<file path="src/pkg/ccpc_pkg.sv">
/*
 * Shared constants for the contactless command parameter checker.
 * Assumes a single clock domain and a plain register port with word indices.
 */
package ccpc_pkg;

    // Register word indices on the plain port.
    localparam logic [3:0] REG_SYS_CODE = 4'h0;
    localparam logic [3:0] REG_RT_SET   = 4'h1;
    localparam logic [3:0] REG_ID_LO    = 4'h2;
    localparam logic [3:0] REG_ID_HI    = 4'h3;
    localparam logic [3:0] REG_STATUS   = 4'h4;
    localparam logic [3:0] REG_POLL_CNT = 4'h5;

    // Values after reset of the settings.
    localparam logic [15:0] SYS_CODE_RST = 16'h0000;
    localparam logic [15:0] RT_SET_RST   = 16'h0000;
    localparam logic [63:0] ID_RST       = 64'h0000_0000_0000_0000;

    // Poll system codes.
    localparam logic [15:0] SC_WILDCARD  = 16'hFFFF;
    localparam logic [15:0] SC_UPPER_REQ = 16'hAAFF;
    localparam logic [7:0]  SC_UPPER_VAL = 8'hAA;

    // Fixed descriptor bytes and the reply slot.
    localparam logic [7:0] RTD_FF   = 8'hFF;
    localparam logic [7:0] RTD_00   = 8'h00;
    localparam logic [3:0] SLOT_ONE = 4'h0;

    // Status flag values.
    localparam logic [7:0] SF_OK     = 8'h00;
    localparam logic [7:0] SF_ERR    = 8'hFF;
    localparam logic [7:0] SF_SVC    = 8'hA1;
    localparam logic [7:0] SF_BLK    = 8'hA2;
    localparam logic [7:0] SF_SVCMIS = 8'hA3;
    localparam logic [7:0] SF_ELEM   = 8'hA5;

    // Service and block limits.
    localparam logic [7:0] SVC_MAX_RD = 8'h0F;
    localparam logic [7:0] SVC_MAX_WR = 8'h0B;
    localparam logic [7:0] SVC_WR_LOW = 8'h08;
    localparam logic [7:0] BLK_MAX_RD = 8'h0F;
    localparam logic [7:0] BLK_MAX_WL = 8'h0C;
    localparam logic [7:0] BLK_MAX_WH = 8'h0B;
    localparam logic [7:0] BLK_MAX_VF = 8'h01;

    // Mode codes in the third element byte.
    localparam logic [2:0] MC_PLAIN  = 3'b000;
    localparam logic [2:0] MC_VERIFY = 3'b001;
    localparam logic [2:0] MC_TUNNEL = 3'b100;

    typedef enum logic [1:0] {
        CCPC_PLAIN,
        CCPC_VERIFY,
        CCPC_TUNNEL
    } ccpc_mode_t;

endpackage

</file>
<file path="src/hdl/ccpc_top.sv">
/*
 * Contactless command parameter checker: poll answer and list checks.
 * Assumes the frame layer delivers decoded fields as one-cycle strobes on clk_i.
 */
// Implementation choices: the address map and the plain strobed port.
// How it works
// - Wildcard poll code always gets an answer.
// - 0xAAFF poll matches stored upper byte only.
// - Other poll codes need exact match.
// - Answer carries stored 8-byte card identifier.
// - Descriptor bytes D0,D1,D7 FFh, D2-D4 00h.
// - D5 read setting, D6 write setting.
// - Timing byte splits exponent, multiplier, fixed term.
// - Poll answer always sent in first slot.
// - Services: read up to 15, write 11.
// - All service entries must be equal.
// - Blocks by number, 2- or 3-byte elements.
// - Access-mode bits 6..4 must be zero.
// - Bit 7 selects 2-byte form; order ignored.
// - Third byte bits 7..3 must be zero.
// - Mode code: plain, verify, tunnel; others prohibited.
// - Read carries at most 15 blocks.
// - Write 12/11 blocks by services; verify 1.
// - Element errors report FF A5.
// - Block count errors report FF A2.
// - Service count errors report FF A1.
// - Service mismatch reports FF A3.
`timescale 1ns/1ps

module ccpc_top
    import ccpc_pkg::*;
#(
    parameter int NUM_BLOCKS = 64
) (
    input  wire logic        clk_i,
    input  wire logic        arst_n_i,
    input  wire logic [3:0]  reg_addr_i,
    input  wire logic [31:0] reg_wdata_i,
    input  wire logic        reg_wr_i,
    input  wire logic        reg_rd_i,
    output logic      [31:0] reg_rdata_o,
    input  wire logic        poll_valid_i,
    input  wire logic [15:0] poll_sys_code_i,
    output logic             poll_resp_o,
    output logic      [63:0] poll_id_o,
    output logic      [63:0] poll_rtd_o,
    output logic      [3:0]  poll_slot_o,
    input  wire logic        cmd_start_i,
    input  wire logic        cmd_write_i,
    input  wire logic [7:0]  cmd_svc_cnt_i,
    input  wire logic [7:0]  cmd_blk_cnt_i,
    input  wire logic        svc_valid_i,
    input  wire logic [15:0] svc_code_i,
    input  wire logic        elem_valid_i,
    input  wire logic [7:0]  elem_byte_i,
    input  wire logic        cmd_end_i,
    output logic             chk_done_o,
    output logic      [7:0]  chk_sf1_o,
    output logic      [7:0]  chk_sf2_o,
    output logic      [1:0]  chk_mode_o,
    output logic      [1:0]  rt_exp_o,
    output logic      [2:0]  rt_mul_o,
    output logic      [2:0]  rt_fix_o
);

    ////////////////////////////////////////////////////////////////////////////

    typedef enum logic [1:0] {
        ST_D0,
        ST_NUM2,
        ST_NUM3,
        ST_MODE
    } ccpc_elem_t;

    logic        rst_s1_q;
    logic        rst_n;
    logic [15:0] sys_code_q;
    logic [15:0] rt_set_q;
    logic [63:0] id_q;
    logic [15:0] poll_cnt_q;
    logic        resp_q;
    logic [63:0] pid_q;
    logic [63:0] rtd_q;
    logic        active_q;
    logic        wr_q;
    logic [7:0]  svc_cnt_q;
    logic [7:0]  blk_cnt_q;
    logic        svc_seen_q;
    logic [15:0] svc_first_q;
    logic        svc_mis_q;
    logic        elem_err_q;
    logic        mode_set_q;
    ccpc_mode_t  mode_q;
    ccpc_elem_t  est_q;
    logic        done_q;
    logic [7:0]  sf1_q;
    logic [7:0]  sf2_q;
    logic [7:0]  rt_byte_q;
    logic [31:0] rdata_q;
    logic        poll_hit;
    logic        num_bad;
    logic        mode_bad;
    ccpc_mode_t  emode;
    logic        svc_bad;
    logic        blk_bad;
    logic [7:0]  blk_max;
    logic [7:0]  sf2_d;

    // Poll match decision on the requested system code.
    function automatic logic sc_match(input logic [15:0] req, input logic [15:0] sc);
        if (req == SC_WILDCARD) begin
            return 1'b1;
        end else if (req == SC_UPPER_REQ) begin
            return sc[15:8] == SC_UPPER_VAL;
        end
        return req == sc;
    endfunction

    ////////////////////////////////////////////////////////////////////////////

    always_ff @(posedge clk_i or negedge arst_n_i) begin
        if (!arst_n_i) begin
            rst_s1_q <= 1'b0;
            rst_n    <= 1'b0;
        end else begin
            rst_s1_q <= 1'b1;
            rst_n    <= rst_s1_q;
        end
    end

    always_ff @(posedge clk_i or negedge rst_n) begin
        if (!rst_n) begin
            sys_code_q <= SYS_CODE_RST;
            rt_set_q   <= RT_SET_RST;
            id_q       <= ID_RST;
        end else if (reg_wr_i) begin
            unique case (reg_addr_i)
                REG_SYS_CODE: sys_code_q <= reg_wdata_i[15:0];
                REG_RT_SET:   rt_set_q   <= reg_wdata_i[15:0];
                REG_ID_LO:    id_q[31:0] <= reg_wdata_i;
                REG_ID_HI:    id_q[63:32] <= reg_wdata_i;
                default: begin
                end
            endcase
        end
    end

    always_ff @(posedge clk_i or negedge rst_n) begin
        if (!rst_n) begin
            rdata_q <= 32'h0000_0000;
        end else if (reg_rd_i) begin
            unique case (reg_addr_i)
                REG_SYS_CODE: rdata_q <= {16'h0000, sys_code_q};
                REG_RT_SET:   rdata_q <= {16'h0000, rt_set_q};
                REG_ID_LO:    rdata_q <= id_q[31:0];
                REG_ID_HI:    rdata_q <= id_q[63:32];
                REG_STATUS:   rdata_q <= {14'h0000, chk_mode_o, sf1_q, sf2_q};
                REG_POLL_CNT: rdata_q <= {16'h0000, poll_cnt_q};
                default:      rdata_q <= 32'h0000_0000;
            endcase
        end else begin
            rdata_q <= 32'h0000_0000;
        end
    end

    assign reg_rdata_o = rdata_q;

    ////////////////////////////////////////////////////////////////////////////

    assign poll_hit = poll_valid_i && sc_match(poll_sys_code_i, sys_code_q);

    // A miss only clears resp_q, so nothing is sent and nothing else moves.
    always_ff @(posedge clk_i or negedge rst_n) begin
        if (!rst_n) begin
            resp_q     <= 1'b0;
            pid_q      <= ID_RST;
            rtd_q      <= 64'h0000_0000_0000_0000;
            poll_cnt_q <= 16'h0000;
        end else begin
            resp_q <= poll_hit;
            if (poll_hit) begin
                pid_q      <= id_q;
                rtd_q      <= {RTD_FF, RTD_FF, RTD_00, RTD_00, RTD_00,
                               rt_set_q[7:0], rt_set_q[15:8], RTD_FF};
                poll_cnt_q <= poll_cnt_q + 16'h0001;
            end
        end
    end

    assign poll_resp_o = resp_q;
    assign poll_id_o   = pid_q;
    assign poll_rtd_o  = rtd_q;
    assign poll_slot_o = SLOT_ONE;

    ////////////////////////////////////////////////////////////////////////////

    // Timing fields of the parameter that applies to the current command.
    always_ff @(posedge clk_i or negedge rst_n) begin
        if (!rst_n) begin
            rt_byte_q <= 8'h00;
        end else if (cmd_start_i) begin
            rt_byte_q <= cmd_write_i ? rt_set_q[15:8] : rt_set_q[7:0];
        end
    end

    assign rt_exp_o = rt_byte_q[7:6];
    assign rt_mul_o = rt_byte_q[5:3];
    assign rt_fix_o = rt_byte_q[2:0];

    ////////////////////////////////////////////////////////////////////////////

    always_ff @(posedge clk_i or negedge rst_n) begin
        if (!rst_n) begin
            active_q  <= 1'b0;
            wr_q      <= 1'b0;
            svc_cnt_q <= 8'h00;
            blk_cnt_q <= 8'h00;
        end else if (cmd_start_i) begin
            active_q  <= 1'b1;
            wr_q      <= cmd_write_i;
            svc_cnt_q <= cmd_svc_cnt_i;
            blk_cnt_q <= cmd_blk_cnt_i;
        end else if (cmd_end_i) begin
            active_q <= 1'b0;
        end
    end

    always_ff @(posedge clk_i or negedge rst_n) begin
        if (!rst_n) begin
            svc_seen_q  <= 1'b0;
            svc_first_q <= 16'h0000;
            svc_mis_q   <= 1'b0;
        end else if (cmd_start_i) begin
            svc_seen_q <= 1'b0;
            svc_mis_q  <= 1'b0;
        end else if (active_q && svc_valid_i) begin
            svc_seen_q <= 1'b1;
            if (!svc_seen_q) begin
                svc_first_q <= svc_code_i;
            end else if (svc_code_i != svc_first_q) begin
                svc_mis_q <= 1'b1;
            end
        end
    end

    ////////////////////////////////////////////////////////////////////////////

    // Block number beyond the memory, and mode decode of the third byte.
    always_comb begin
        num_bad  = int'(elem_byte_i) >= NUM_BLOCKS;
        mode_bad = elem_byte_i[7:3] != 5'h00;
        emode    = CCPC_PLAIN;
        unique case (elem_byte_i[2:0])
            MC_PLAIN:  emode = CCPC_PLAIN;
            MC_VERIFY: begin
                emode = CCPC_VERIFY;
                if (!wr_q) begin
                    mode_bad = 1'b1;
                end
            end
            MC_TUNNEL: emode = CCPC_TUNNEL;
            default:   mode_bad = 1'b1;
        endcase
        if (est_q == ST_NUM2) begin
            emode = CCPC_PLAIN;
        end
    end

    always_ff @(posedge clk_i or negedge rst_n) begin
        if (!rst_n) begin
            est_q      <= ST_D0;
            elem_err_q <= 1'b0;
            mode_set_q <= 1'b0;
            mode_q     <= CCPC_PLAIN;
        end else if (cmd_start_i) begin
            est_q      <= ST_D0;
            elem_err_q <= 1'b0;
            mode_set_q <= 1'b0;
            mode_q     <= CCPC_PLAIN;
        end else if (active_q && elem_valid_i) begin
            unique case (est_q)
                ST_D0: begin
                    if (elem_byte_i[6:4] != 3'b000) begin
                        elem_err_q <= 1'b1;
                    end
                    est_q <= elem_byte_i[7] ? ST_NUM2 : ST_NUM3;
                end
                ST_NUM2, ST_NUM3: begin
                    if (num_bad) begin
                        elem_err_q <= 1'b1;
                    end
                    est_q <= (est_q == ST_NUM2) ? ST_D0 : ST_MODE;
                    if (est_q == ST_NUM2) begin
                        mode_set_q <= 1'b1;
                        mode_q     <= emode;
                        if (mode_set_q && mode_q != CCPC_PLAIN) begin
                            elem_err_q <= 1'b1;
                        end
                    end
                end
                ST_MODE: begin
                    est_q      <= ST_D0;
                    mode_set_q <= 1'b1;
                    mode_q     <= emode;
                    if (mode_bad || (mode_set_q && mode_q != emode)) begin
                        elem_err_q <= 1'b1;
                    end
                end
            endcase
        end
    end

    ////////////////////////////////////////////////////////////////////////////

    always_comb begin
        if (wr_q) begin
            svc_bad = svc_cnt_q == 8'h00 || svc_cnt_q > SVC_MAX_WR;
            if (mode_q == CCPC_VERIFY) begin
                blk_max = BLK_MAX_VF;
            end else if (svc_cnt_q <= SVC_WR_LOW) begin
                blk_max = BLK_MAX_WL;
            end else begin
                blk_max = BLK_MAX_WH;
            end
        end else begin
            svc_bad = svc_cnt_q == 8'h00 || svc_cnt_q > SVC_MAX_RD;
            blk_max = BLK_MAX_RD;
        end
        blk_bad = blk_cnt_q == 8'h00 || blk_cnt_q > blk_max;
        if (svc_bad) begin
            sf2_d = SF_SVC;
        end else if (svc_mis_q && svc_cnt_q > 8'h01) begin
            sf2_d = SF_SVCMIS;
        end else if (blk_bad) begin
            sf2_d = SF_BLK;
        end else if (elem_err_q || est_q != ST_D0) begin
            sf2_d = SF_ELEM;
        end else begin
            sf2_d = SF_OK;
        end
    end

    always_ff @(posedge clk_i or negedge rst_n) begin
        if (!rst_n) begin
            done_q <= 1'b0;
            sf1_q  <= SF_OK;
            sf2_q  <= SF_OK;
        end else begin
            done_q <= active_q && cmd_end_i && !cmd_start_i;
            if (active_q && cmd_end_i && !cmd_start_i) begin
                sf2_q <= sf2_d;
                sf1_q <= (sf2_d == SF_OK) ? SF_OK : SF_ERR;
            end
        end
    end

    assign chk_done_o = done_q;
    assign chk_sf1_o  = sf1_q;
    assign chk_sf2_o  = sf2_q;
    assign chk_mode_o = mode_q;

    ////////////////////////////////////////////////////////////////////////////

    property p_wild;
        @(posedge clk_i) disable iff (!rst_n)
        poll_valid_i && poll_sys_code_i == SC_WILDCARD |=> poll_resp_o;
    endproperty
    a_wild: assert property (p_wild) else $error("wildcard poll not answered");

    property p_upper;
        @(posedge clk_i) disable iff (!rst_n)
        poll_valid_i && poll_sys_code_i == SC_UPPER_REQ |=> poll_resp_o == ($past(sys_code_q[15:8]) == SC_UPPER_VAL);
    endproperty
    a_upper: assert property (p_upper) else $error("upper byte poll answer wrong");

    property p_exact;
        @(posedge clk_i) disable iff (!rst_n)
        poll_valid_i && poll_sys_code_i != SC_WILDCARD && poll_sys_code_i != SC_UPPER_REQ
        |=> poll_resp_o == ($past(poll_sys_code_i) == $past(sys_code_q));
    endproperty
    a_exact: assert property (p_exact) else $error("exact poll answer wrong");

    property p_id;
        @(posedge clk_i) disable iff (!rst_n)
        poll_resp_o |-> poll_id_o == $past(id_q) && poll_slot_o == SLOT_ONE;
    endproperty
    a_id: assert property (p_id) else $error("poll identifier or slot wrong");

    property p_rtd;
        @(posedge clk_i) disable iff (!rst_n)
        poll_resp_o |-> poll_rtd_o[63:40] == 24'hFF_FF00 && poll_rtd_o[39:24] == {RTD_00, RTD_00}
        && poll_rtd_o[7:0] == RTD_FF && poll_rtd_o[23:8] == {$past(rt_set_q[7:0]), $past(rt_set_q[15:8])};
    endproperty
    a_rtd: assert property (p_rtd) else $error("descriptor bytes wrong");

    property p_miss;
        @(posedge clk_i) disable iff (!rst_n)
        !poll_hit |=> !poll_resp_o && $stable(poll_cnt_q) && $stable(poll_id_o);
    endproperty
    a_miss: assert property (p_miss) else $error("missed poll changed state");

    property p_svc;
        @(posedge clk_i) disable iff (!rst_n)
        active_q && cmd_end_i && !cmd_start_i && svc_bad |=> chk_done_o && chk_sf1_o == SF_ERR && chk_sf2_o == SF_SVC;
    endproperty
    a_svc: assert property (p_svc) else $error("service count error not reported");

    property p_blk;
        @(posedge clk_i) disable iff (!rst_n)
        active_q && cmd_end_i && !cmd_start_i && !svc_bad && !svc_mis_q && wr_q && mode_q == CCPC_VERIFY
        && blk_cnt_q > BLK_MAX_VF |=> chk_sf2_o == SF_BLK;
    endproperty
    a_blk: assert property (p_blk) else $error("verify block limit not enforced");

    property p_elem;
        @(posedge clk_i) disable iff (!rst_n)
        active_q && elem_valid_i && !cmd_start_i && est_q == ST_D0 && elem_byte_i[6:4] != 3'b000
        |=> elem_err_q;
    endproperty
    a_elem: assert property (p_elem) else $error("access mode error missed");

    c_poll_hit: cover property (@(posedge clk_i) disable iff (!rst_n) poll_resp_o);
    c_ok:       cover property (@(posedge clk_i) disable iff (!rst_n) chk_done_o && chk_sf2_o == SF_OK);
    c_mis:      cover property (@(posedge clk_i) disable iff (!rst_n) chk_done_o && chk_sf2_o == SF_SVCMIS);
    c_tunnel:   cover property (@(posedge clk_i) disable iff (!rst_n) chk_done_o && chk_mode_o == CCPC_TUNNEL);

endmodule

</file>
<file path="config.mk">
export PLATFORM = sky130hd
export DESIGN_NAME = ccpc_top
export DESIGN_NICKNAME = d
export VERILOG_FILES = /design/src/pkg/ccpc_pkg.sv /design/src/hdl/ccpc_top.sv
export SDC_FILE = /design/constraint.sdc
export NUM_CORES = 1
export LEC_CHECK = 0
export ABC_AREA = 1
export BUFFER_PORTS_ARGS = -buffer_cell sky130_fd_sc_hd__buf_2
export CORE_ASPECT_RATIO = 2
export CORE_MARGIN = 1
export CORE_UTILIZATION = 45
export CTS_CLUSTER_SIZE = 40
export DETAILED_ROUTE_END_ITERATION = 10
export GPL_ROUTABILITY_DRIVEN = 0
export PLACE_DENSITY = 0.67
export SYNTH_ARGS = -nofsm -noshare
export SYNTH_HDL_FRONTEND = slang
export SYNTH_SLANG_ARGS = --single-unit
</file>
<file path="constraint.sdc">
create_clock -name clk_i -period 26.1 [get_ports clk_i]
set_clock_uncertainty 0.15 [all_clocks]
set_input_delay 1.305 -clock clk_i [delete_from_list [all_inputs] [get_ports clk_i]]
set_output_delay 1.305 -clock clk_i [all_outputs]
set_load 0.01 [all_outputs]
</file>
### Word-level counts from Yosys, hierarchy flattened

Cells that the tools add are included.
Widths: inputs -> output; s select.

| word-level totals | value |
|---|---|
| bits in registers | 303 |
| input bits | 102 |
| output and inout bits | 192 |
| word-level logic and storage cells | 145 |

| operators by class | value |
|---|---|
| $add $sub $neg | 1 |
| order comparisons | 6 |
| equal/unequal tests | 20 |
| muxes and demuxes | 50 |
| bitwise operators | 2 |
| reduce and logical (&&, ||, !) cells | 40 |

Operators with widths:

| cell | count |
|---|---|
| $pmux 32 s6 | 1 |
| $mux 8 | 7 |
| $eq 16x16->1 const B | 2 |
| $mux 32 | 1 |
| $mux 1 | 25 |
| $logic_not 8->1 | 3 |
| $add 16x1->16 const B | 1 |
| $eq 16x16->1 | 1 |
| $gt 8x4->1 const B | 2 |
| $mux 2 | 8 |
| $ne 16x16->1 | 1 |
| $reduce_bool 2->1 | 7 |
| $reduce_and 3->1 | 4 |
| $ne 3x3->1 const B | 3 |
| $eq 4x2->1 const B | 2 |
| $eq 4x3->1 const B | 2 |
| $eq 8x8->1 const B | 1 |
| $ge 8x7->1 const B | 1 |
| $gt 8x1->1 const B | 1 |
| $gt 8x8->1 | 1 |
| $le 8x4->1 const B | 1 |
| $logic_and 1x1->1 | 8 |
| $pmux 2 s2 | 2 |
| $reduce_and 2->1 | 4 |
| 20 further kinds | 30 |

### Depth between registers and ports, before layout

Gate-level depths: netlist (run 1).

| logic depth | value |
|---|---|
| depth after elaboration | 11 |
| gate-level depth with buffers | 14 |
| mapped depth without buffers | 14 |

### Worst setup path before layout (run 1)

No wires, ideal clock.

| timing path | value |
|---|---|
| path kind | in2reg |
| start | in cmd_start_i |
| end | reg svc_first_q[10] |
| setup time | 0.125 ns |
| arrival | 2.405 ns |
| data required time | 25.825 ns |
| setup slack | 23.420 ns |
| stages | 5 |
| path buffers | 2 |
| cell sequence | buf_2 > clkinv_1 > nand4_2 > buf_2 > mux2_2 |

| between the ends | value |
|---|---|
| word-level cells in the longest chain between the ends | 2 |

Ends and longest elaborated chain:

| element | RTL line | text |
|---|---|---|
| start: declaration | ccpc_top.sv:48 | `input wire logic cmd_start_i,` |
| $not 1->1 (no line) | -- |  |
| $reduce_and 3->1 (no line) | -- |  |
| end signal: assignment | ccpc_top.sv:239 | `svc_first_q <= svc_code_i;` |
| end: declaration | ccpc_top.sv:89 | `logic [15:0] svc_first_q;` |

No other way between the ends.
A chain may end at the register's enable or synchronous reset.

==> results.txt, run 1 <==
The number of max-slew violations in the final report is 0. The proportion of layout cells with a drive suffix above 1 came out at 20.6%. During synthesis, Yosys emitted a total of 0 warnings. The number of buffers created by CTS is 25.

The final worst-path cycle share is 14.7%. Based on the critical path, the design can be clocked at up to 0.260 GHz. Summed over all instances, the cell type with the most area after synthesis is sky130_fd_sc_hd__dfrtp_1. The analysis attributes to cell leakage a power of 7.88 nW. Counting every instance in the synthesized netlist gives 1467. The count of flip-flops with a built-in enable after synthesis is 0. For this block, the routed nets add up to 36.1 mm of wire. The flop-to-flop setup slack came out at 22.25 ns.

Port buffering added 262 buffers. The initial cell density of the core is 45.6%. Across the VDD grid, the largest voltage drop is 47.4 uV. The unique cell type count in the Yosys netlist came out at 42. The total of max-cap violations is 0. Among all flip-flop cells after synthesis, the most frequent one is sky130_fd_sc_hd__dfrtp_1. The maximum fanout count along the critical path is 76. The power dissipated by switching net loads is 0.283 mW. The post-synthesis average cell area came out at 8.77 sq um.

The clock-pin slew of the registers on the worst-case setup and hold paths came out at 0.07 ns. The minimum period implied by the final worst setup slack came out at 3.85 ns. In the routed design, unresolved DRC markers number 0. The insertion delay to the later sink of the worst-skew pair came out at 0.55 ns. The delay of the slowest critical-path stage is 1.06 ns.

The count of boundary I/O pins came out at 294. Using the TritonRoute via totals, the vias-per-cell ratio works out to 5.10. The register bit count reported by yosys came out at 284. The sequential cell area fraction in the yosys report came out at 55.3%. The post-detailed-route wirelength per cell came out at 17.6 um. Global routing finished with a remaining overflow of 0.

The number of cells traversed by the worst register-to-register path is 3. The hold violation count in the final report is 0. The area of all placed cells without fillers came out at 0.0148 sq mm. The first global-routing pass estimated 56.0 mm of wire. The internal cell power is 0.736 mW. Yosys attributes the largest share of cell area to sky130_fd_sc_hd__dfrtp_1, sky130_fd_sc_hd__nand2_1, sky130_fd_sc_hd__o21ai_0. The die span in y came out at 241 um. The combinational group share of total power came out at 11.5%. Setup repair after global routing left no endpoint under its margin. The via count of the first global-routing pass came to 10413. The number of hold-repair buffers added at the cts stage came out at 0. The fraction of registers with async set/reset came out at 100%. The critical path is of the reg2async type. Summed over all nets, the half-perimeter wirelength after detailed placement is 26.7 mm. TritonCTS built the clock tree. The net switching share of the total power came out at 27.7%. CTS built an H-tree with a depth of 1. The slack of the critical path came out at 22.25 ns. The largest individual stage delay along the critical path comes from the cell sky130_fd_sc_hd__dfrtp_4. The first-pass iteration count of the detailed router is 7. The run finished with clean final reports. After filler insertion, the fill cell instance count of the layout stands at 2662. After detailed placement, the total cell area comes to 0.0140 sq mm. The endpoint identified for the worst register-to-register timing path is id_q[7]. Once placement completed, the tool counted placed cells totaling 2000. The transition at the pin with the smallest max-transition slack came out at 1.28 ns.

The launching point of the worst reg2reg path is rst_n. In this run the worst setup path begins at rst_n. The worst-case clock buffer depth is 3. The multi-input combinational cell area came out at 0.00457 sq mm.

The worst hold path belongs to the class reg2reg. The clock network fraction of total power is 36.8%. The quantity of gates resized following cts is 0.

The area growth from synthesis to layout is 15.4%. The worst setup slack after placement is 21.68 ns. Setup violations remaining at the end of the flow were counted as 0. Walking the worst path, the cells encountered are buf_4, buf_4, buf_4. The overall routing resource usage is 25.3%.

Leaving out filler cells and counting taps, the final layout contains 2045. The data required time of the worst path came out at 26.50 ns. Across the whole layout, storage elements account for 0.00711 sq mm.

The largest net degree at the start of global routing came out at 77. The number of buffers added for setup after CTS is 0. The number of antenna violations at the first check in global routing came out at 2. In this design, the critical path's most frequently occurring cell is sky130_fd_sc_hd__buf_4. The first-iteration detailed-routing DRC count is 736. The count of standard-cell rows is 87. The number of vias after detailed routing came out at 10421. In this run the horizontal extent of the chip is 122 um. The count of nets left with antenna violations once routing finished came out at 0. The critical path ends at id_q[7].

The number of sinks on the clock net came out at 284. The worst-case headroom to the max-slew limit is 14.3%. The portion of synthesized cell area occupied by the leading cell type is 55.3%.

The clock tree root driver cell is sky130_fd_sc_hd__clkbuf_16. The net count of the finished layout is 1782. The core box area came out at 0.0282 sq mm.

The die outline area came out at 0.0293 sq mm. STA classifies the critical path startpoint as a flop. Data on the critical path arrives at its endpoint at 4.25 ns.

The combined area of all synthesized cells came out at 0.0129 sq mm. The sequential power share is 51.7%. The accumulated negative setup slack came out at 0 ns.

STA classifies the critical path endpoint as an asynchronous set/reset pin. The ratio of total power to cell area is 68.6 mW/mm^2.
-- synthesized netlist by cell type (2+ instances only) --
cell	instances
sky130_fd_sc_hd__inv_1	142
sky130_fd_sc_hd__nand4_1	23
sky130_fd_sc_hd__buf_4	63
sky130_fd_sc_hd__buf_6	5
sky130_fd_sc_hd__o21ai_2	10
sky130_fd_sc_hd__o21ai_0	171
sky130_fd_sc_hd__xnor2_1	12
sky130_fd_sc_hd__nand2_4	2
sky130_fd_sc_hd__nand2_1	449
sky130_fd_sc_hd__xor2_1	29
sky130_fd_sc_hd__a21oi_1	32
sky130_fd_sc_hd__a211oi_1	7
sky130_fd_sc_hd__dfrtp_1	284
sky130_fd_sc_hd__buf_2	13
sky130_fd_sc_hd__nand3_1	20
sky130_fd_sc_hd__nor4_1	2
sky130_fd_sc_hd__nand3_2	2
sky130_fd_sc_hd__conb_1	2
sky130_fd_sc_hd__inv_2	3
sky130_fd_sc_hd__nor3_1	18
sky130_fd_sc_hd__o22ai_1	26
sky130_fd_sc_hd__a31oi_1	7
sky130_fd_sc_hd__mux2_2	16
sky130_fd_sc_hd__nor2_1	68
sky130_fd_sc_hd__clkbuf_1	36
sky130_fd_sc_hd__ha_1	9
-- state kept, by name (all words and copies together) (netlist names), 4 cells and up --
register / count
blk_cnt_q: 8
chk_sf2_o: 4
sys_code_q: 16
rt_byte_q: 8
poll_id_o: 64
poll_cnt_q: 16
poll_rtd_o: 17
rt_set_q: 16
svc_cnt_q: 8
id_q: 64
svc_first_q: 16
reg_rdata_o: 32
-- through the flow --
step,power (mW),utilization [%],hold WS (ns)
4_1_cts,1.03,52.6,0.215
3_5_place_dp,0.653,49.7,0.199
2_1_floorplan,0.603,-,0.181
3_3_place_gp,0.647,49.7,0.186
6_report,1.02,52.6,0.215
5_1_grt,1.07,52.6,0.215
-- cell families (layout without fill, tap and decap cells) --
family	count (synthesis)	count (layout)	synth area share (%)
simple gates	589	589	18.4
flops	284	284	55.3
buf+inv	265	456	10.1
compound gates	261	261	11.1
xor+xnor	41	41	2.79
mux	16	16	1.40
fa+ha+maj	9	9	0.876
other cells	2	33	0.0584
-- layout make-up --
type / instances / area share (%)
Antenna cell: 1 / 0.0169
Clock buffer: 34 / 4.91
Clock inverter: 10 / 0.607
Inverter: 146 / 3.69
Multi-Input combinational cell: 948 / 30.8
Sequential cell: 284 / 47.9
Tap cell: 356 / 3.00
Timing Repair Buffer: 266 / 9.04
-- worst max-delay path: cells and delay by family (launching register included) --
family | cells | cell delay (ns)
buffers and inverters | 3 | 2.47
flip-flops | 1 | 1.06
-- worst min path at each step --
stage	from	endpoint	slack, ns	cells after the start
after floorplan	rst_s1_q	rst_n	0.18	0
after global placement	rst_s1_q	rst_n	0.19	0
after detailed placement	rst_s1_q	rst_n	0.20	0
after CTS	rst_s1_q	rst_n	0.21	0
after global routing	rst_s1_q	rst_n	0.22	0
final	rst_s1_q	rst_n	0.22	0
-- layer usage --
metal  global-route usage (%)  share of wire, %
met5                        0                 0
met4                     16.3               6.5
met3                     3.33               5.4
met2                     44.7                51
met1                     28.1                37
-- cell usage in the layout, fill, tap and decap left out, types with 3 or more instances in the layout --
cell	n
sky130_fd_sc_hd__a21oi_1	32
sky130_fd_sc_hd__clkinv_2	5
sky130_fd_sc_hd__buf_4	4
sky130_fd_sc_hd__inv_2	3
sky130_fd_sc_hd__a211oi_1	7
sky130_fd_sc_hd__o21ai_0	171
sky130_fd_sc_hd__dfrtp_1	283
sky130_fd_sc_hd__ha_1	9
sky130_fd_sc_hd__inv_1	142
sky130_fd_sc_hd__nor2_1	68
sky130_fd_sc_hd__conb_1	32
sky130_fd_sc_hd__clkbuf_16	25
sky130_fd_sc_hd__nand3_1	20
sky130_fd_sc_hd__o21ai_2	10
sky130_fd_sc_hd__a31oi_1	7
sky130_fd_sc_hd__mux2_2	16
sky130_fd_sc_hd__xor2_1	29
sky130_fd_sc_hd__o22ai_1	26
sky130_fd_sc_hd__xnor2_1	12
sky130_fd_sc_hd__clkbuf_8	7
sky130_fd_sc_hd__nand4_1	23
sky130_fd_sc_hd__nor3_1	18
sky130_fd_sc_hd__nand2_1	447
sky130_fd_sc_hd__buf_2	262
sky130_fd_sc_hd__inv_6	4
-- power groups by stage --
stage	sequential [mW]	combinational (mW)	clock (mW)
floorplan	0.525	0.0779	0
global placement	0.532	0.115	0
detailed placement	0.534	0.119	0
CTS	0.526	0.119	0.383
global route	0.531	0.136	0.399
finish	0.527	0.118	0.374
No activity file was read; power rests on OpenSTA's default activity.
==> inputs of run 2 (changes only) <==
- clock period: 26.1 -> 3.6 ns (I/O delays scaled with it)
==> run 2 against run 1 <==
Compared with the run above: via count is 5.4% higher; largest cell class unchanged; sequential share of layout area shrank 3.3 points; sequential power rose to 7.2 times the previous value; sequential cell count unchanged; critical endpoint is now elem_err_q; setup slack got worse by 22 ns; die area is the same; count of clock-buffer cells in the layout is 1 lower; wire length increased by 3.6%; register-to-register slack got worse by 22 ns; design area increased by 7.5%; critical path depth increased by 8; hold slack lost 0.13 ns.
==> results.txt, run 2 (synthesis gave the netlist of run 1 again) <==
Once detail routing completed, the nets flagged for antenna violations numbered 0. The clock tree from TritonCTS is yes. The worst setup path is launched from an input port. The library cell used most frequently in the layout, excluding fill and tap cells, is sky130_fd_sc_hd__nand2_1. The final cell count without fillers came out at 2150. The wire length of the first global-routing pass came out at 58.3 mm. Based on the critical path, the design can be clocked at up to 0.287 GHz. For the worst-skew pair, the clock arrives at the later sink with an insertion delay of 0.54 ns. The worst setup path is captured at a flop. The core box area is 0.0282 sq mm. Setup violations remaining at the end of the flow were counted as 0.

The combinational group share of total power came out at 12.4%. The net count of the finished layout is 1888. The data required time of the worst path is 3.87 ns. Sequential cells account for 50.3% of the total power. The HPWL reported at the end of detailed placement is 27.3 mm.

The routed layout has 10980 vias. The largest net degree at the start of global routing came out at 66. The clock passes through at most 3 buffers.

The number of sinks on the clock net came out at 284. The total of max-cap violations came out at 0. The cell count of the worst hold path is 6. The initial cell density of the core is 45.6%. The number of buffers created by CTS came out at 26. The overflow left after global routing came out at 0. The final layout contains routed wiring with a total length of 37.4 mm. The maximum fanout count along the critical path came out at 52. Clock tree synthesis selected as its root buffer the cell sky130_fd_sc_hd__clkbuf_16. The worst pin sits at a relative slew slack of 21.5%.

The accumulated negative setup slack came out at 0 ns. The overall routing resource usage came out at 26.1%. The transition at the pin with the smallest max-transition slack is 1.17 ns. The final worst-path cycle share came out at 96.7%. The repair_antennas step left the layout with diodes totalling 0.

The die outline area is 0.0293 sq mm. The data arrival time at the worst-slack endpoint is 3.75 ns. The power dissipated by switching net loads came out at 2.04 mW. The via count of the first global-routing pass was 11167. The library cells used most frequently in the layout, excluding fill and tap cells, are sky130_fd_sc_hd__nand2_1, sky130_fd_sc_hd__dfrtp_1, sky130_fd_sc_hd__buf_2. The post-detailed-route wirelength per cell is 17.4 um. The worst setup slack after placement came out at 0.915 ns. The hold violation count in the final report came out at 0.

294 I/O pins were placed. For this run, design rule violations remaining after detail routing come to 0. The proportion of layout cells with a drive suffix above 1 came out at 20.3%. The total of buffers placed on input and output ports is 262. The total power consumption of the routed design came out at 7.55 mW.

The setup path with the least slack is of type in2reg. CTS built an H-tree with a depth of 1. The first-pass iteration count of the detailed router is 7. The area growth from synthesis to layout is 24.1%.

The number of max-slew violations in the final report was 0. The reported leakage power came out at 8.36 nW. Power spread over the standard cell area amounts to 473 mW/mm^2. The minimum period implied by the final worst setup slack came out at 3.48 ns. The number of cells after detailed placement is 2015.

The internal cell power came out at 5.51 mW. Setup repair after global routing left no endpoint under its margin. The die span in x came out at 122 um. Across all setup checks in the final design, the least slack found is 0.117 ns. The number of setup buffers added after CTS is 0. In this run switching power makes up 27.0% of total power. The count of standard-cell rows came out at 87.

The run finished with clean final reports. Per report_power, the clock group accounts for 37.3% of the total. The mean number of vias per cell came out at 5.11.

The number of antenna violations at the first check in global routing is 0. The number of cells traversed by the worst register-to-register path came out at 16. The class of the most critical hold timing path is in2reg.

The die span in y came out at 241 um. The worst ir drop on vdd is 321 uV. The first-iteration detailed-routing DRC count is 547. After clock tree synthesis, the clock-pin slew on the worst setup and hold paths is 0.07 ns.
==> run 2: cell types whose count changed in the layout (fill, tap and decap cells not counted), moves of 2 or more <==
cell,previous run,this run
sky130_fd_sc_hd__buf_12,0,4
sky130_fd_sc_hd__buf_4,4,14
sky130_fd_sc_hd__clkbuf_16,25,27
sky130_fd_sc_hd__clkbuf_8,7,4
sky130_fd_sc_hd__clkinv_2,5,7
sky130_fd_sc_hd__dlygate4sd3_1,0,90
sky130_fd_sc_hd__inv_6,4,2
==> run 2: final timing paths <==
| check | from | endpoint | slack, ns |
|---|---|---|---|
| max | cmd_start_i | elem_err_q | 0.12 |
| min | reg_addr_i[0] | reg_rdata_o[23] | 0.09 |
| max reg2reg | est_q[1] | elem_err_q | 0.36 |
| min reg2reg | rst_s1_q | rst_n | 0.21 |
| max in group asynchronous | rst_n | blk_cnt_q[2] | 1.91 |
| min in group asynchronous | rst_n | chk_mode_o[1] | 0.33 |
==> run 2: routing by layer <==
layer | track usage, % | routed length, um | vias to the layer above
met5 | 0 | 0 | -
met2 | 47.5 | 19400 | 446
met3 | 3.83 | 2170 | 128
met4 | 18.3 | 2810 | 0
met1 | 27.1 | 13000 | 5202
li1 | - | - | 5204
==> run 2: power by group through the flow <==
| stage | Combinational, mW | Clock, mW | Sequential, mW |
|---|---|---|---|
| after floorplan | 0.565 | 0 | 3.80 |
| after global placement | 0.834 | 0 | 3.84 |
| after detailed placement | 0.862 | 0 | 3.85 |
| after CTS | 0.942 | 2.88 | 3.79 |
| after global routing | 1.07 | 3.00 | 3.84 |
| final | 0.937 | 2.82 | 3.80 |
==> run 2: per-stage QoR <==
step	hold WS [ns]	utilization, %	cell area [sq um]
6_report	0.0900	56.6	16000
5_1_grt	0.106	56.6	16000
4_1_cts	0.0780	56.5	15900
3_5_place_dp	-0.177	50.3	14200
3_3_place_gp	-0.183	50.3	14200
2_1_floorplan	-0.266	-	13000
==> run 2: cell type report <==
| cell class | instances | area, sq um |
|---|---|---|
| clock inverters | 12 | 120 |
| flip-flops and latches | 284 | 7110 |
| fillers | 2534 | 12200 |
| clock buffers | 33 | 738 |
| inverters | 146 | 548 |
| multi-input cells | 948 | 4580 |
| well taps | 356 | 445 |
| repair buffers | 371 | 2410 |
==> run 2: timing repair <==
item                                    CTS  global route
hold buffers                             90             0
hold endpoints to repair                164             0
resized for setup                         0             3
endpoints found under the setup margin    0             1
==> run 2: worst max-delay path, stage by stage <==
cell                            delay [ns]
sky130_fd_sc_hd__dlygate4sd3_1        0.55
sky130_fd_sc_hd__buf_2                0.14
sky130_fd_sc_hd__buf_6                0.20
sky130_fd_sc_hd__nor4_2               0.29
sky130_fd_sc_hd__dlygate4sd3_1        0.58
sky130_fd_sc_hd__nand2_1              0.06
sky130_fd_sc_hd__dlygate4sd3_1        0.56
sky130_fd_sc_hd__nand2_1              0.06
sky130_fd_sc_hd__dlygate4sd3_1        0.54
sky130_fd_sc_hd__nand2_1              0.05
sky130_fd_sc_hd__dlygate4sd3_1        0.54
==> inputs of run 3 (changes only) <==
- CTS_CLUSTER_SIZE: 40 -> unset
- PLACE_DENSITY: 0.67 -> 0.7
- clock period: 3.6 -> 2.95 ns (I/O delays scaled with it)
==> run 3 against run 2 <==
Compared with the run above: the run now ends with negative hold slack left; clock power is 20% higher; non-clock buffer count grew 17; critical path type is now reg2reg; first-iteration DRC count increased by 20%; wire length grew 1.9%; combinational power is 29% higher; die area unchanged; design area increased by 1.0%; largest power group unchanged; setup slack better by 0.054 ns; count of clock-buffer cells in the layout rose by 3; via count grew 0.83%.
==> results.txt, run 3 (synthesis gave the netlist of run 1 again) <==
The hold violation count in the final report is 1. The transition at the pin with the smallest max-transition slack is 1.12 ns. The via count of the first global-routing pass is 11278.

The library cell used most frequently in the layout, excluding fill and tap cells, is sky130_fd_sc_hd__nand2_1. The final layout contains 1905 nets. The overflow left after global routing came out at 0. The largest net degree at the start of global routing came out at 82. The overall routing resource usage came out at 26.4%. The first global-routing pass estimated 59.1 mm of wire. The worst ir drop on vdd came out at 456 uV. Dividing the final minimum period by the clock period gives 94.2%. STA classifies the critical path endpoint as a flop. The die span in y is 241 um. The worst-case clock buffer depth is 3. Data on the critical path is required at its endpoint by 3.25 ns. The die span in x came out at 122 um. The first-iteration detailed-routing DRC count came out at 658. The total of max-cap violations came out at 0.

The final reports fail on negative hold slack. The count of standard-cell rows came out at 87. The proportion of layout cells with a drive suffix above 1 came out at 20.0%. The worst hold path begins at cmd_start_i. The ratio of total power to cell area came out at 571 mW/mm^2.

The worst hold-check slack is -0.000827 ns. The number of sinks on the clock net is 284. The worst setup path is launched from a flop. The DRC violation count after routing came out at 0.

The mean number of vias per cell came out at 5.10. The number of antenna violations at the first check in global routing is 2. After clock tree synthesis, the clock-pin slew on the worst setup and hold paths is 0.07 ns. The number of vias after detailed routing is 11071. Based on the critical path, the design can be clocked at up to 0.360 GHz. The clock tree root driver cell is sky130_fd_sc_hd__clkbuf_16. In this run the number of H-tree levels came out at 1. The reported leakage power came out at 8.40 nW. Overall power consumption after layout is estimated at 9.20 mW. The library cells used most frequently in the layout, excluding fill and tap cells, are sky130_fd_sc_hd__nand2_1, sky130_fd_sc_hd__dfrtp_1, sky130_fd_sc_hd__buf_2. The post-detailed-route wirelength per cell came out at 17.6 um. The critical path is of the reg2reg type. The die outline area came out at 0.0293 sq mm. The number of max-slew violations in the final report is 0. The placed instances occupy a cell area of 0.0142 sq mm.

The remaining number of nets flagged by the antenna check after routing came out at 0. The insertion delay to the later sink of the worst-skew pair is 0.56 ns. The core box area is 0.0282 sq mm. The startpoint of the most critical setup path is est_q[1]. The worst hold path belongs to the class in2reg. The HPWL reported at the end of detailed placement came out at 27.0 mm. TritonCTS built the clock tree. The filler cell count is 2489. The total of buffers placed on input and output ports is 262. The first detailed-routing pass ran for 6 iterations. For the finished layout, the period the worst path requires is 2.78 ns.

The synthesis-to-layout area growth is 25.3%. The number of buffers added for setup after CTS is 0. The initial cell density of the core is 45.6%.

The flow ran to the end, but the final reports show violations. At the worst endpoint, the arrival time is 3.08 ns. After routing the design area is 0.0161 sq mm.

The routed wire length is 38.1 mm. In this run the tightest slew margin relative to its limit is 25.1%. Setup repair after global routing left no endpoint under its margin.

The maximum fanout count along the critical path came out at 3. The number of failing setup endpoints in the final timing report came out at 0. The number of buffers created by CTS is 26. The count of boundary I/O pins came out at 294.

The launching point of the worst reg2reg path is est_q[1].
run 3: cell types whose count changed in the layout (fill, tap and decap cells not counted), sizes merged:
cell	before	now
inv	147	146
bufinv	2	1
diode	0	1
dlygate4sd3	90	108
buf	281	280
clkbuf	33	36
run 3: area by class of cell:
cell class	instances	area (sq um)	share of cell area, %
repair buffers	388	2590	16.1
clock inverters	10	92.6	0.574
flip-flops and latches	284	7110	44.1
multi-input cells	948	4580	28.4
inverters	146	548	3.40
diodes	1	2.50	0.0155
clock buffers	36	748	4.64
well taps	356	445	2.76
run 3: repair_timing:
action                                  4_1_cts  5_1_grt
gates resized for setup                       0        2
hold buffers                                108        0
endpoints found under the hold margin       165        0
endpoints found under the setup margin        0        1
run 3: worst paths after layout:
check / end / slack (ns) / cells past startpoint
max: elem_err_q / 0.17 / 15
min: blk_cnt_q[4] / -0.0008 / 2
max reg2reg: elem_err_q / 0.17 / 15
min reg2reg: poll_rtd_o[23] / 0.07 / 0
max in group asynchronous: blk_cnt_q[6] / 1.56 / 1
min in group asynchronous: poll_rtd_o[23] / 0.07 / 0
run 3: metrics by stage:
stage / TNS (ns) / worst slack, ns / instances / util (%)
after floorplan: -9.71 / -0.0344 / 1497 / -
after global placement: 0 / 0.737 / 2014 / 50.3
after detailed placement: 0 / 0.673 / 2014 / 50.3
after CTS: 0 / 0.214 / 2168 / 57.1
after global routing: 0 / 0.00529 / 2169 / 57.2
final: 0 / 0.171 / 2169 / 57.2
run 3: critical path, stage by stage, from the launching register on:
cell                            delay [ns]
sky130_fd_sc_hd__dfrtp_1              0.41
sky130_fd_sc_hd__inv_1                0.12
sky130_fd_sc_hd__ha_2                 0.22
sky130_fd_sc_hd__inv_1                0.07
sky130_fd_sc_hd__nand3_1              0.10
sky130_fd_sc_hd__nand2_1              0.06
sky130_fd_sc_hd__nand2_1              0.06
sky130_fd_sc_hd__nand2_1              0.05
sky130_fd_sc_hd__nand2_1              0.05
sky130_fd_sc_hd__nand2_1              0.04
sky130_fd_sc_hd__nand2_1              0.05
sky130_fd_sc_hd__nand2_1              0.04
sky130_fd_sc_hd__dlygate4sd3_1        0.57
sky130_fd_sc_hd__nand2_1              0.07
sky130_fd_sc_hd__dlygate4sd3_1        0.55
sky130_fd_sc_hd__nand2_1              0.06
run 3: power by group:
group | internal [mW] | switching, mW | leakage, nW
sequential | 4.28 | 0.338 | 3.73
combinational | 0.514 | 0.691 | 4.26
clock | 1.86 | 1.51 | 0.417
run 3: layer usage:
layer / track usage, % / vias up / wire [um]
met1: 27.5 / 5250 / 13400
met5: 0 / - / 12
met3: 4.47 / 105 / 2580
met2: 48.7 / 475 / 20000
li1: - / 5239 / -
met4: 15.4 / 2 / 2140
